### src/serial_host_pkg.sv
package serial_host_pkg;
    // =====================================================================
    // timing
    localparam int unsigned CLK_HZ          = 25_000_000;
    localparam int unsigned BAUD_BPS        = 19_200;
    // nearest whole cycle, about 0.006 % off the nominal rate
    localparam int unsigned BIT_CYC         = (CLK_HZ + BAUD_BPS / 2) / BAUD_BPS;
    localparam int unsigned HALF_CYC        = BIT_CYC / 2;
    localparam int unsigned RESP_TIMEOUT_BITS = 40;
    localparam int unsigned RESP_TIMEOUT_CYC_DEF = RESP_TIMEOUT_BITS * BIT_CYC;
    localparam int unsigned TMR_W           = 20;

    // =====================================================================
    // character format
    localparam logic [3:0]  LONG_BITS       = 4'hB;   // start, 8 data, ninth, stop
    localparam logic [3:0]  SHORT_BITS      = 4'hA;   // start, 8 data, stop
    localparam logic [4:0]  SHORT_DEV_ADDR  = 5'h1F;  // this address always drops the ninth bit
    localparam int unsigned HIST_LEN        = 192;
    localparam logic [7:0]  HIST_LEN_B      = 8'hC0;
    localparam logic [7:0]  MAX_SHORT_READ  = 8'h03;

    // =====================================================================
    // device register map (reached through the serial link)
    localparam logic [5:0]  DEV_ALARM_STATUS     = 6'h04;
    localparam logic [5:0]  DEV_USER_BITS_MODE   = 6'h14;
    localparam logic [5:0]  DEV_LOOPBACK_CONTROL = 6'h35;
    localparam logic [5:0]  DEV_FIRMWARE_LEVEL   = 6'h3E;
    localparam logic [5:0]  DEV_FIRMWARE_VERSION = 6'h3F;

    // =====================================================================
    // own register map, byte wide
    localparam logic [8:0]  OFS_CTRL        = 9'h000;
    localparam logic [8:0]  OFS_DEV_ADDR    = 9'h001;
    localparam logic [8:0]  OFS_REG_ADDR    = 9'h002;
    localparam logic [8:0]  OFS_LEN         = 9'h003;
    localparam logic [8:0]  OFS_TX_DATA     = 9'h004;
    localparam logic [8:0]  OFS_STATUS      = 9'h005;
    localparam logic [8:0]  OFS_RX_COUNT    = 9'h006;
    localparam int unsigned BUF_BASE_BIT    = 8;      // addr bit 8 set: receive buffer

    localparam int unsigned CTRL_GO         = 0;
    localparam int unsigned CTRL_READ       = 1;
    localparam int unsigned CTRL_SHORT      = 2;
    localparam int unsigned CTRL_CLEAR      = 3;

    localparam int unsigned STAT_BUSY       = 0;
    localparam int unsigned STAT_DONE       = 1;
    localparam int unsigned STAT_ERR_LEN    = 2;
    localparam int unsigned STAT_ERR_TMO    = 3;
    localparam int unsigned STAT_ERR_FRAME  = 4;

    localparam logic [2:0]  CFG_RST         = 3'h0;
    localparam logic [4:0]  DEV_RST         = 5'h00;
    localparam logic [5:0]  REG_RST         = 6'h00;
    localparam logic [7:0]  LEN_RST         = 8'h01;
    localparam logic [7:0]  BYTE_RST        = 8'h00;

    typedef enum logic [1:0] {ST_IDLE, ST_TX, ST_RX_WAIT, ST_RX} state_t;
endpackage : serial_host_pkg

### src/serial_host_ctrl.sv
// Notes on behaviour
// - each transaction addresses exactly one device register, never several.
// - a register transaction is three, four or five bytes, by width and direction.
// - long history read is two bytes out then 192 bytes back.
// - controller always sends the address byte first; device never starts.
// - normal character: zero start, eight data LSB first, ninth bit, one stop.
// - ninth bit is one in address byte, zero in register and data bytes.
// - device addresses 0 to 30 use the eleven-bit character.
// - address 31 or strapped drive-enable low uses the ten-bit character.
// - address byte holds 5-bit address in bits 4..0, bits 7..5 zero.
// - register byte: clear flag bit 7, bit 6 zero, register in 5..0.
// - third byte either way; fourth and fifth bytes only device to controller.
// - multi-byte values go least significant byte first, bits LSB first.
// - both serial lines run at 19.2 kbit per second.
module serial_host_ctrl #(
    parameter int unsigned RESP_TIMEOUT_CYC = serial_host_pkg::RESP_TIMEOUT_CYC_DEF
) (
    input  wire logic       clk_i,
    input  wire logic       rst_b_i,
    input  wire logic       ce_i,
    input  wire logic [8:0] addr_i,
    input  wire logic [7:0] wdata_i,
    input  wire logic       wr_i,
    input  wire logic       rd_i,
    output logic      [7:0] rdata_o,
    input  wire logic       rxd_i,
    output logic            txd_o,
    output logic            busy_o
);
    import serial_host_pkg::*;

    // =====================================================================
    // elaboration checks
    if (BIT_CYC < 4) begin : g_chk_bit
        $error("bit time too short for this clock");
    end
    if (RESP_TIMEOUT_CYC <= BIT_CYC || RESP_TIMEOUT_CYC >= (1 << TMR_W)) begin : g_chk_tmo
        $error("response timeout out of range");
    end

    localparam logic [TMR_W-1:0] BIT_LD  = TMR_W'(BIT_CYC - 1);
    localparam logic [TMR_W-1:0] HALF_LD = TMR_W'(HALF_CYC - 1);
    localparam logic [TMR_W-1:0] TMO_LD  = TMR_W'(RESP_TIMEOUT_CYC - 1);

    // one character, start bit in bit 0 so it leaves first
    function automatic logic [10:0] make_frame(input logic [7:0] b, input logic ninth,
                                               input logic short_fmt);
        make_frame = short_fmt ? {2'b11, b, 1'b0} : {1'b1, ninth, b, 1'b0};
    endfunction : make_frame

    // =====================================================================
    // state
    state_t          st_q;
    logic [TMR_W-1:0] tmr_q;
    logic [3:0]      bit_q;
    logic [1:0]      byte_q;
    logic [7:0]      rx_cnt_q;
    logic [9:0]      sh_q;
    logic [7:0]      rxsh_q;
    logic            txd_q;
    logic [2:0]      cfg_q;          // clear, short, read
    logic [4:0]      dev_q;
    logic [5:0]      reg_q;
    logic [7:0]      len_q;
    logic [7:0]      txb_q;
    logic            done_q, err_len_q, err_tmo_q, err_frame_q;
    logic            busy_q;
    logic [7:0]      rdata_q;
    logic            rx_s1_q, rx_s2_q, rx_s3_q;
    logic [7:0]      buf_q [HIST_LEN];

    // =====================================================================
    // decode
    wire       wr_ctrl   = ce_i & wr_i & (addr_i == OFS_CTRL);
    wire       wr_stat   = ce_i & wr_i & (addr_i == OFS_STATUS);
    wire       idle      = (st_q == ST_IDLE);
    wire       go        = wr_ctrl & wdata_i[CTRL_GO] & idle;
    wire       go_read   = wdata_i[CTRL_READ];
    // only the widths the device has: 1..3 bytes, or the long history block
    wire       len_ok    = ~go_read | (len_q != BYTE_RST & len_q <= MAX_SHORT_READ)
                           | (len_q == HIST_LEN_B);
    wire       accept    = go & len_ok;
    wire       refuse    = go & ~len_ok;
    wire       go_short  = wdata_i[CTRL_SHORT] | (dev_q == SHORT_DEV_ADDR);
    wire       cur_short = cfg_q[1] | (dev_q == SHORT_DEV_ADDR);
    wire [3:0] nbits     = cur_short ? SHORT_BITS : LONG_BITS;
    wire       tick      = (tmr_q == '0);
    wire       rx_fall   = rx_s3_q & ~rx_s2_q;
    wire [1:0] tx_last   = cfg_q[0] ? 2'd1 : 2'd2;
    wire [7:0] addr_byte = {3'b000, dev_q};
    wire [7:0] reg_byte  = {cfg_q[2], 1'b0, reg_q};
    wire [7:0] next_byte = (byte_q == 2'd0) ? reg_byte : txb_q;
    wire [10:0] frm_addr = make_frame(addr_byte, 1'b1, go_short);
    wire [10:0] frm_next = make_frame(next_byte, 1'b0, cur_short);
    wire [3:0] stop_idx  = nbits - 4'd1;
    wire       rx_stop   = (st_q == ST_RX) & tick & (bit_q == stop_idx);
    wire       rx_last   = (rx_cnt_q + 8'd1) == len_q;
    wire       buf_sel   = addr_i[BUF_BASE_BIT] & (addr_i[7:0] < HIST_LEN_B);
    wire [7:0] status_v  = {3'b000, err_frame_q, err_tmo_q, err_len_q, done_q, ~idle};
    wire [7:0] rd_mux    = buf_sel                    ? buf_q[addr_i[7:0]] :
                           (addr_i == OFS_CTRL)       ? {4'h0, cfg_q[2:1], cfg_q[0], 1'b0} :
                           (addr_i == OFS_DEV_ADDR)   ? {3'b000, dev_q} :
                           (addr_i == OFS_REG_ADDR)   ? {2'b00, reg_q} :
                           (addr_i == OFS_LEN)        ? len_q :
                           (addr_i == OFS_TX_DATA)    ? txb_q :
                           (addr_i == OFS_STATUS)     ? status_v :
                           (addr_i == OFS_RX_COUNT)   ? rx_cnt_q : 8'h00;
    wire       tx_end    = (st_q == ST_TX) & tick & (bit_q == 4'd0) & (byte_q == tx_last);
    wire       set_done  = (tx_end & ~cfg_q[0]) | (rx_stop & rx_last)
                           | ((st_q == ST_RX_WAIT) & tick & ~rx_fall);
    wire       set_tmo   = (st_q == ST_RX_WAIT) & tick & ~rx_fall;
    wire       false_st  = (st_q == ST_RX) & tick & (bit_q == 4'd0) & rx_s2_q;
    wire       set_frame = (rx_stop & ~rx_s2_q) | false_st;
    // every way back to idle; busy_o has to come from a flop, so it follows these
    wire       leave     = set_done | false_st;

    // =====================================================================
    // line input synchroniser; the second stage feeds logic, the third only the falling-edge detect
    always_ff @(posedge clk_i or negedge rst_b_i) begin
        if (!rst_b_i) begin
            rx_s1_q <= 1'b1;
            rx_s2_q <= 1'b1;
            rx_s3_q <= 1'b1;
        end else if (ce_i) begin
            rx_s1_q <= rxd_i;
            rx_s2_q <= rx_s1_q;
            rx_s3_q <= rx_s2_q;
        end
    end

    // software-written setup, held steady while a transaction runs
    always_ff @(posedge clk_i or negedge rst_b_i) begin
        if (!rst_b_i) begin
            dev_q <= DEV_RST;
            reg_q <= REG_RST;
            len_q <= LEN_RST;
            txb_q <= BYTE_RST;
            cfg_q <= CFG_RST;
        end else if (ce_i & wr_i & idle) begin
            if (addr_i == OFS_DEV_ADDR) dev_q <= wdata_i[4:0];
            if (addr_i == OFS_REG_ADDR) reg_q <= wdata_i[5:0];
            if (addr_i == OFS_LEN)      len_q <= wdata_i;
            if (addr_i == OFS_TX_DATA)  txb_q <= wdata_i;
            if (accept)                 cfg_q <= {wdata_i[CTRL_CLEAR], wdata_i[CTRL_SHORT],
                                                  wdata_i[CTRL_READ]};
        end
    end

    // sticky status: a hardware set beats a clear in the same cycle
    always_ff @(posedge clk_i or negedge rst_b_i) begin
        if (!rst_b_i) begin
            done_q      <= 1'b0;
            err_len_q   <= 1'b0;
            err_tmo_q   <= 1'b0;
            err_frame_q <= 1'b0;
            busy_q      <= 1'b0;
        end else if (ce_i) begin
            done_q      <= set_done  | (done_q      & ~accept & ~(wr_stat & wdata_i[STAT_DONE]));
            err_len_q   <= refuse    | (err_len_q   & ~accept & ~(wr_stat & wdata_i[STAT_ERR_LEN]));
            err_tmo_q   <= set_tmo   | (err_tmo_q   & ~accept & ~(wr_stat & wdata_i[STAT_ERR_TMO]));
            err_frame_q <= set_frame | (err_frame_q & ~accept & ~(wr_stat & wdata_i[STAT_ERR_FRAME]));
            busy_q      <= accept | (busy_q & ~leave);
        end
    end

    // read port, data one cycle after the strobe
    always_ff @(posedge clk_i or negedge rst_b_i) begin
        if (!rst_b_i) begin
            rdata_q <= BYTE_RST;
        end else if (ce_i) begin
            rdata_q <= rd_i ? rd_mux : BYTE_RST;
        end
    end

    // receive buffer, lowest byte of the value lands at index 0
    always_ff @(posedge clk_i) begin
        if (ce_i & rx_stop) begin
            buf_q[rx_cnt_q] <= rxsh_q;
        end
    end

    // =====================================================================
    // transaction sequencer; one timer serves bit timing and response timeout
    always_ff @(posedge clk_i or negedge rst_b_i) begin
        if (!rst_b_i) begin
            st_q     <= ST_IDLE;
            tmr_q    <= '0;
            bit_q    <= 4'h0;
            byte_q   <= 2'd0;
            rx_cnt_q <= BYTE_RST;
            sh_q     <= '1;
            rxsh_q   <= BYTE_RST;
            txd_q    <= 1'b1;
        end else if (ce_i) begin
            unique case (st_q)
                ST_IDLE: begin
                    txd_q <= 1'b1;
                    if (accept) begin
                        st_q     <= ST_TX;
                        txd_q    <= frm_addr[0];
                        sh_q     <= frm_addr[10:1];
                        // start bit is out already; the rest, stop bit included, follow
                        bit_q    <= (go_short ? SHORT_BITS : LONG_BITS) - 4'd1;
                        byte_q   <= 2'd0;
                        rx_cnt_q <= BYTE_RST;
                        tmr_q    <= BIT_LD;
                    end
                end
                ST_TX: begin
                    tmr_q <= tick ? BIT_LD : tmr_q - 1'b1;
                    if (tick & (bit_q != 4'd0)) begin
                        txd_q <= sh_q[0];
                        sh_q  <= {1'b1, sh_q[9:1]};
                        bit_q <= bit_q - 4'd1;
                    end else if (tick & (byte_q != tx_last)) begin
                        txd_q  <= frm_next[0];
                        sh_q   <= frm_next[10:1];
                        bit_q  <= nbits - 4'd1;
                        byte_q <= byte_q + 2'd1;
                    end else if (tick) begin
                        st_q  <= cfg_q[0] ? ST_RX_WAIT : ST_IDLE;
                        tmr_q <= TMO_LD;
                    end
                end
                ST_RX_WAIT: begin
                    tmr_q <= tmr_q - 1'b1;
                    if (rx_fall) begin
                        st_q  <= ST_RX;
                        bit_q <= 4'h0;
                        tmr_q <= HALF_LD;
                    end else if (tick) begin
                        st_q <= ST_IDLE;
                    end
                end
                ST_RX: begin
                    tmr_q <= tick ? BIT_LD : tmr_q - 1'b1;
                    if (tick) begin
                        bit_q <= bit_q + 4'd1;
                        if (bit_q == 4'd0 && rx_s2_q) begin
                            st_q <= ST_IDLE;                      // false start
                        end else if (bit_q >= 4'd1 && bit_q <= 4'd8) begin
                            rxsh_q <= {rx_s2_q, rxsh_q[7:1]};
                        end else if (bit_q == stop_idx) begin
                            rx_cnt_q <= rx_cnt_q + 8'd1;
                            st_q     <= rx_last ? ST_IDLE : ST_RX_WAIT;
                            tmr_q    <= TMO_LD;
                        end
                    end
                end
            endcase
        end
    end

    assign txd_o   = txd_q;
    assign busy_o  = busy_q;
    assign rdata_o = rdata_q;
endmodule : serial_host_ctrl

### config.mk
export PLATFORM = sky130hd
export DESIGN_NAME = serial_host_ctrl
export DESIGN_NICKNAME = d
export VERILOG_FILES = /design/src/serial_host_pkg.sv /design/src/serial_host_ctrl.sv
export SDC_FILE = /design/constraint.sdc
export NUM_CORES = 2
export LEC_CHECK = 0
export ABC_AREA = 1
export BUFFER_PORTS_ARGS = -buffer_cell sky130_fd_sc_hd__clkbuf_2
export CAP_MARGIN = 30
export CORE_ASPECT_RATIO = 1.75
export CORE_MARGIN = 2
export CORE_UTILIZATION = 40
export CTS_CLUSTER_SIZE = 12
export DETAILED_ROUTE_END_ITERATION = 6
export GPL_TIMING_DRIVEN = 0
export PLACE_DENSITY_LB_ADDON = 0.12
export SLEW_MARGIN = 25
export SYNTH_ARGS = -nofsm -noshare
export SYNTH_HDL_FRONTEND = slang
export SYNTH_SLANG_ARGS = --single-unit
### constraint.sdc
create_clock -name clk_i -period 5.9 [get_ports clk_i]
set_input_delay 1.475 -clock clk_i [delete_from_list [all_inputs] [get_ports clk_i]]
set_output_delay 1.475 -clock clk_i [all_outputs]
set_load 0.02 [all_outputs]
; ---- Word-level counts from Yosys, hierarchy flattened
; Memory sizes are Yosys's and may differ from the RTL's.
; Cells that the tools add are included.
[word_totals]
reg_bits = 101
ramBits = 1536
in_bits = 23
output_inout_bits = 10
memories = 1
[mem_list]
columns = name, depth, word_bits, read_ports, rd_clocked_by_memory_dff, wr, line
row1 = buf_q, 192, 8, 1, 0, 1, serial_host_ctrl.sv:70  ; logic [7:0] buf_q [HIST_LEN];
[op_classes]
n_addsub = 7
magnitude_cmp = 4
n_eq_ne = 29
mux = 64
bitwise = 65
reduce_logical = 24
[ops]
columns = operator, n
row1 = two-way mux 20 bit, 10
row2 = two-way mux 8 bit, 15
row3 = case mux 20 bit (4 select lines), 1
row4 = two-way mux 10 bit, 4
row5 = bitwise AND 1 bit, 39
row6 = two-way mux 2 bit, 16
row7 = "equality test 9 x 3 -> 1 bit, second input constant", 3
row8 = zero test 20 bit, 1
row9 = two-way mux 4 bit, 5
row10 = case mux 10 bit (2 select lines), 1
row11 = "subtractor 20 x 1 -> 20 bit, second input constant", 1
row12 = "equality test 9 x 2 -> 1 bit, second input constant", 2
row13 = case mux 4 bit (4 select lines), 1
row14 = case mux 8 bit (2 select lines), 1
row15 = AND reduction 5 bit, 3
row16 = "!= test 2 bit, second input constant", 7
row17 = NOT 1 bit, 13
row18 = OR 1 bit, 13
row19 = AND reduction 2 bit, 6
row20 = "subtractor 4 x 1 -> 4 bit, second input constant", 3
row21 = "equality test 9 x 1 -> 1 bit, second input constant", 1
row22 = zero test 9 bit, 1
row23 = AND reduction 9 bit, 1
row24 = "adder 8 x 1 -> 8 bit, second input constant", 1
row25 = other kinds (30), 44

; ---- Logic depth before layout (Yosys ltp)
[logic_depth]
depth_word = 13
ltp_mapped = 19
mapped_depth_nobuf = 16

; ---- Least setup slack after synthesis
; OpenSTA, ideal clock, no wires.
[synth_path]
path_type = input to register
startpoint = input ce_i
endpoint = memory buf_q[70][0], enable pin
setup_ns = 0.383
arrival_time_ns = 3.125
t_required_ns = 5.517
path_slack_ns = 2.391
stages = 6
path_buffers = 2
path_cell_list = clkbuf_1 > inv_1 > nor3_4 > nand3_2 > buf_2 > nor3_1
[synth_between]
elab_chain_len = 3
[synth_rtl]
columns = element, line
row1 = from (decl), serial_host_ctrl.sv:20  ; input wire logic ce_i,
row2 = bitwise AND 1 bit, serial_host_ctrl.sv:177  ; if (ce_i & rx_stop) begin
row3 = two-way mux 1 bit, serial_host_ctrl.sv:177
row4 = two-way mux 1 bit (implied by the code), serial_host_ctrl.sv:178  ; buf_q[rx_cnt_q] <= rxsh_q;
row5 = to (decl), serial_host_ctrl.sv:70
; Every way passes these cells.

; ---- Worst setup path after layout
[layout_path]
startpoint = input addr_i[3]
endpoint = register rdata_q[3] (netlist: rdata_o[3])
[layout_between]
elab_chain_len = 10
word_cells_on_any_way = 19
[layout_rtl]
columns = element, line
row1 = from (decl), serial_host_ctrl.sv:21  ; input wire logic [8:0] addr_i,
row2 = equality test 9 x 3 -> 1 bit, serial_host_ctrl.sv:107  ; (addr_i == OFS_RX_COUNT) ? rx_cnt_q : 8'h00;
row3 = two-way mux 8 bit, serial_host_ctrl.sv:107
row4 = two-way mux 8 bit, serial_host_ctrl.sv:106  ; (addr_i == OFS_STATUS) ? status_v :
row5 = two-way mux 8 bit, serial_host_ctrl.sv:105  ; (addr_i == OFS_TX_DATA) ? txb_q :
row6 = two-way mux 8 bit, serial_host_ctrl.sv:104  ; (addr_i == OFS_LEN) ? len_q :
row7 = two-way mux 8 bit, serial_host_ctrl.sv:103  ; (addr_i == OFS_REG_ADDR) ? {2'b00, reg_q} :
row8 = two-way mux 8 bit, serial_host_ctrl.sv:102  ; (addr_i == OFS_DEV_ADDR) ? {3'b000, dev_q} :
row9 = two-way mux 8 bit, serial_host_ctrl.sv:101  ; (addr_i == OFS_CTRL) ? {4'h0, cfg_q[2:1], cfg_q[0], 1'b0} :
row10 = two-way mux 8 bit *, serial_host_ctrl.sv:100  ; wire [7:0] rd_mux = buf_sel ? buf_q[addr_i[7:0]] :
row11 = two-way mux 8 bit *, serial_host_ctrl.sv:171  ; rdata_q <= rd_i ? rd_mux : BYTE_RST;
row12 = to (signal assigned), serial_host_ctrl.sv:171
row13 = to (decl), serial_host_ctrl.sv:68  ; logic [7:0] rdata_q;
; Every way passes the cells marked *; elsewhere a longest branch is shown, timed or not.
; A chain may end at the register's enable or synchronous reset.

==> reports/metrics.yaml <==
placedCellCount: 8932
ys_seq_elements: 1636
vdd_drop_max_mv: 0.2483
fin_skew_ns: 0.03385
grt_pass1_wl_um: 367300
io_pins: 33
numPortBuffers: 28
fin_cells: 9171
arrival_ns: 5.87
post-synth-top-count-cell: "nor2_1"
ant_nets: 0
fmax_ghz: 0.1946
placed_area_um2: 73440
slew_headroom: 0.2509
synth_edf_count: 1536
fin_nets: 6914
vias_per_cell: 5.379
cts_tree: "built"
slew_viol_final: 0
detail_route.first_pass.iterations: 7
gp_congestion: 0.9780
area_growth_pct: 13.13
setup_violations: 0
dp_hpwl_um: 194700
antenna_found_initial: 10
leakage_nw: 30.28
synthTopCellsByArea: "edfxtp_1, nor2_1, nand2_1"
yosysWarningCount: 0
cts_buffers: 166
synth-async-reset-ratio: 0.06112
totalWireLength_um: 270300
grt_max_degree: 80
end_kind: "flip-flop"
min_path_type: "flip-flop to flip-flop"
htree_levels: 4
ys_types: 41
worst-path-max-fanout: 10
path_clk_slew_ns: 0.06
netlist_top_cells_count: "nor2_1, edfxtp_1, nand2_1"
required_ns: 6.63
die_h_um: 553.4
grt_usage: 0.3017
cts_buffer_depth: 4
pre_cts_slack_ns: 0.2396
min_period_ns: 5.140
drv_cap: 0
design_power_total_mw: 23.73
reg2reg_slack_ns: 1.53
ff_latch_area_um2: 48670
period_share: 0.8712
cellPowerDensity_nw_per_um2: 304.1
design.die.area_um2: 175900
clock_latency_ns: 0.82
ys.flop_type: "edfxtp_1"
post_cts_buffers: 0
routedWlPerCell_um: 29.47
worst_pin_slew_ns: 1.124
cts_root_buf: "clkbuf_16"
drc: 0
floorplan.initialDensity: 0.4028
cts_resized: 0
hold_buffers: 0
synth_nets: 6618
fin_tns_setup_ns: 0
multi_input_area_um2: 17090
ys_seq_area_frac: 0.7051
postLayoutCellArea_um2: 78040
grt_pass1_vias: 46980
run_status: "completed"
hold_viol: 0
drtIter0Drc: 5273
clock-sinks: 1636
grt-ovfl-total: 0
synth_area_per_cell_um2: 10.48
netlist_instances: 6585
hold_slack_ns: 0.4675
drive_gt1_frac: 0.07903
layout_setup_ws_ns: 0.7601
final_core_utilization: 0.4557
critPathKind: "primary input to flip-flop"
worst_setup_path_start_kind: "primary input"
syn_area_um2: 68980
fill_cells: 16050
grt_setup_unrepaired: "false"
coreArea_um2: 171300
die-width_um: 317.9
synth_top_area_frac: 0.6686
rows: 201
dr_total_vias: 49340
post-synth-top-area-cell: "edfxtp_1"
==> final timing paths <==
kind / from / to / depth (start not counted)
setup / recovery: addr_i[3] / rdata_o[3]$_DFFE_PN0P_ / 17
hold / removal: rx_s1_q$_DFFE_PN1P_ / rx_s1_q$_DFFE_PN1P_ / 2
setup reg to reg: tmr_q[17]$_DFFE_PN0P_ / buf_q[128][5]$_DFFE_PP_ / 12
hold reg to reg: rx_s1_q$_DFFE_PN1P_ / rx_s1_q$_DFFE_PN1P_ / 2
max in group asynchronous: rst_b_i / rxsh_q[3]$_DFFE_PN0P_ / 2
min in group asynchronous: rst_b_i / tmr_q[16]$_DFFE_PN0P_ / 1
==> per-layer routing <==
metal / global-route usage / part of all wire / wire length [um]
met5: 0 / 0.00019 / 52
met1: 0.3291 / 0.34 / 92180
met4: 0.2190 / 0.086 / 23170
met3: 0.03510 / 0.064 / 17300
met2: 0.5410 / 0.51 / 137600
==> flip-flops by register name (all words and copies together), names as in the netlist, 2 cells and up <==
| register | flops |
|---|---|
| bit_q | 4 |
| buf_q | 1536 |
| byte_q | 2 |
| cfg_q | 3 |
| dev_q | 5 |
| len_q | 8 |
| rdata_o | 8 |
| reg_q | 6 |
| rx_cnt_q | 8 |
| rxsh_q | 8 |
| sh_q | 9 |
| st_q | 2 |
| tmr_q | 20 |
| txb_q | 8 |
==> cell usage in the layout, fill, tap and decap left out, types with 6 or more instances in the layout <==
cell type	n
dfstp_2	14
mux2_2	8
buf_16	17
a21oi_1	51
or2_2	8
o22ai_1	17
nor3_2	15
nor3_1	8
nand3_2	11
buf_2	83
nand2_1	1321
xnor2_1	7
clkbuf_16	168
buf_6	25
buf_12	12
clkbuf_2	71
clkinv_1	8
nor2_1	1771
o211ai_1	11
o21ai_0	307
nand4_1	13
buf_1	31
buf_4	44
ha_1	10
nand3_1	422
xor2_1	17
inv_1	574
nand3b_1	10
dfrtp_1	78
dfrtp_4	8
nor2_2	38
o31ai_1	6
edfxtp_1	1536
clkbuf_1	173
==> where the power goes <==
group	total, mW	switching [mW]	internal [mW]
Combinational	1.55	1.19	0.353
Clock	9.56	4.36	5.20
Sequential	12.6	0.0594	12.6
Total	23.7	5.61	18.1
==> cell type report <==
| cell class | instances | share of cell area |
|---|---|---|
| diodes | 4 | 0.0001283 |
| inverters | 579 | 0.02785 |
| multi-input cells | 4070 | 0.2190 |
| clock buffers | 206 | 0.05608 |
| clock inverters | 15 | 0.001411 |
| plain buffers | 300 | 0.01675 |
| repair buffers | 128 | 0.01930 |
| flip-flops and latches | 1636 | 0.6237 |
| well taps | 2233 | 0.03580 |
==> kinds of logic after synthesis <==
group / after synthesis / share of synthesized area
AO/OA/AOI/OAI: 404 / 0.03074
XOR/XNOR: 25 / 0.003373
adder cells (fa/ha/maj): 10 / 0.001814
buffers and inverters: 879 / 0.04935
flip-flops: 1636 / 0.7051
multiplexers: 8 / 0.001306
AND/OR/NAND/NOR: 3623 / 0.2083
==> worst max-delay path, cell delays in order <==
cell and delay, ns:
clkbuf_1 0.66, inv_1 0.14, nand2_1 0.72, inv_1 0.12, buf_2 0.29, clkbuf_1 0.48
nand2_1 0.20, nand2_1 0.06, nor2_1 0.33, nand2_1 0.19, nand3_1 0.11, nand3_1 0.08
nand2_1 0.25, nand2_1 0.23, nand2_1 0.23, nand2_1 0.16, nand2_1 0.10
No activity file was read; power rests on OpenSTA's default activity.
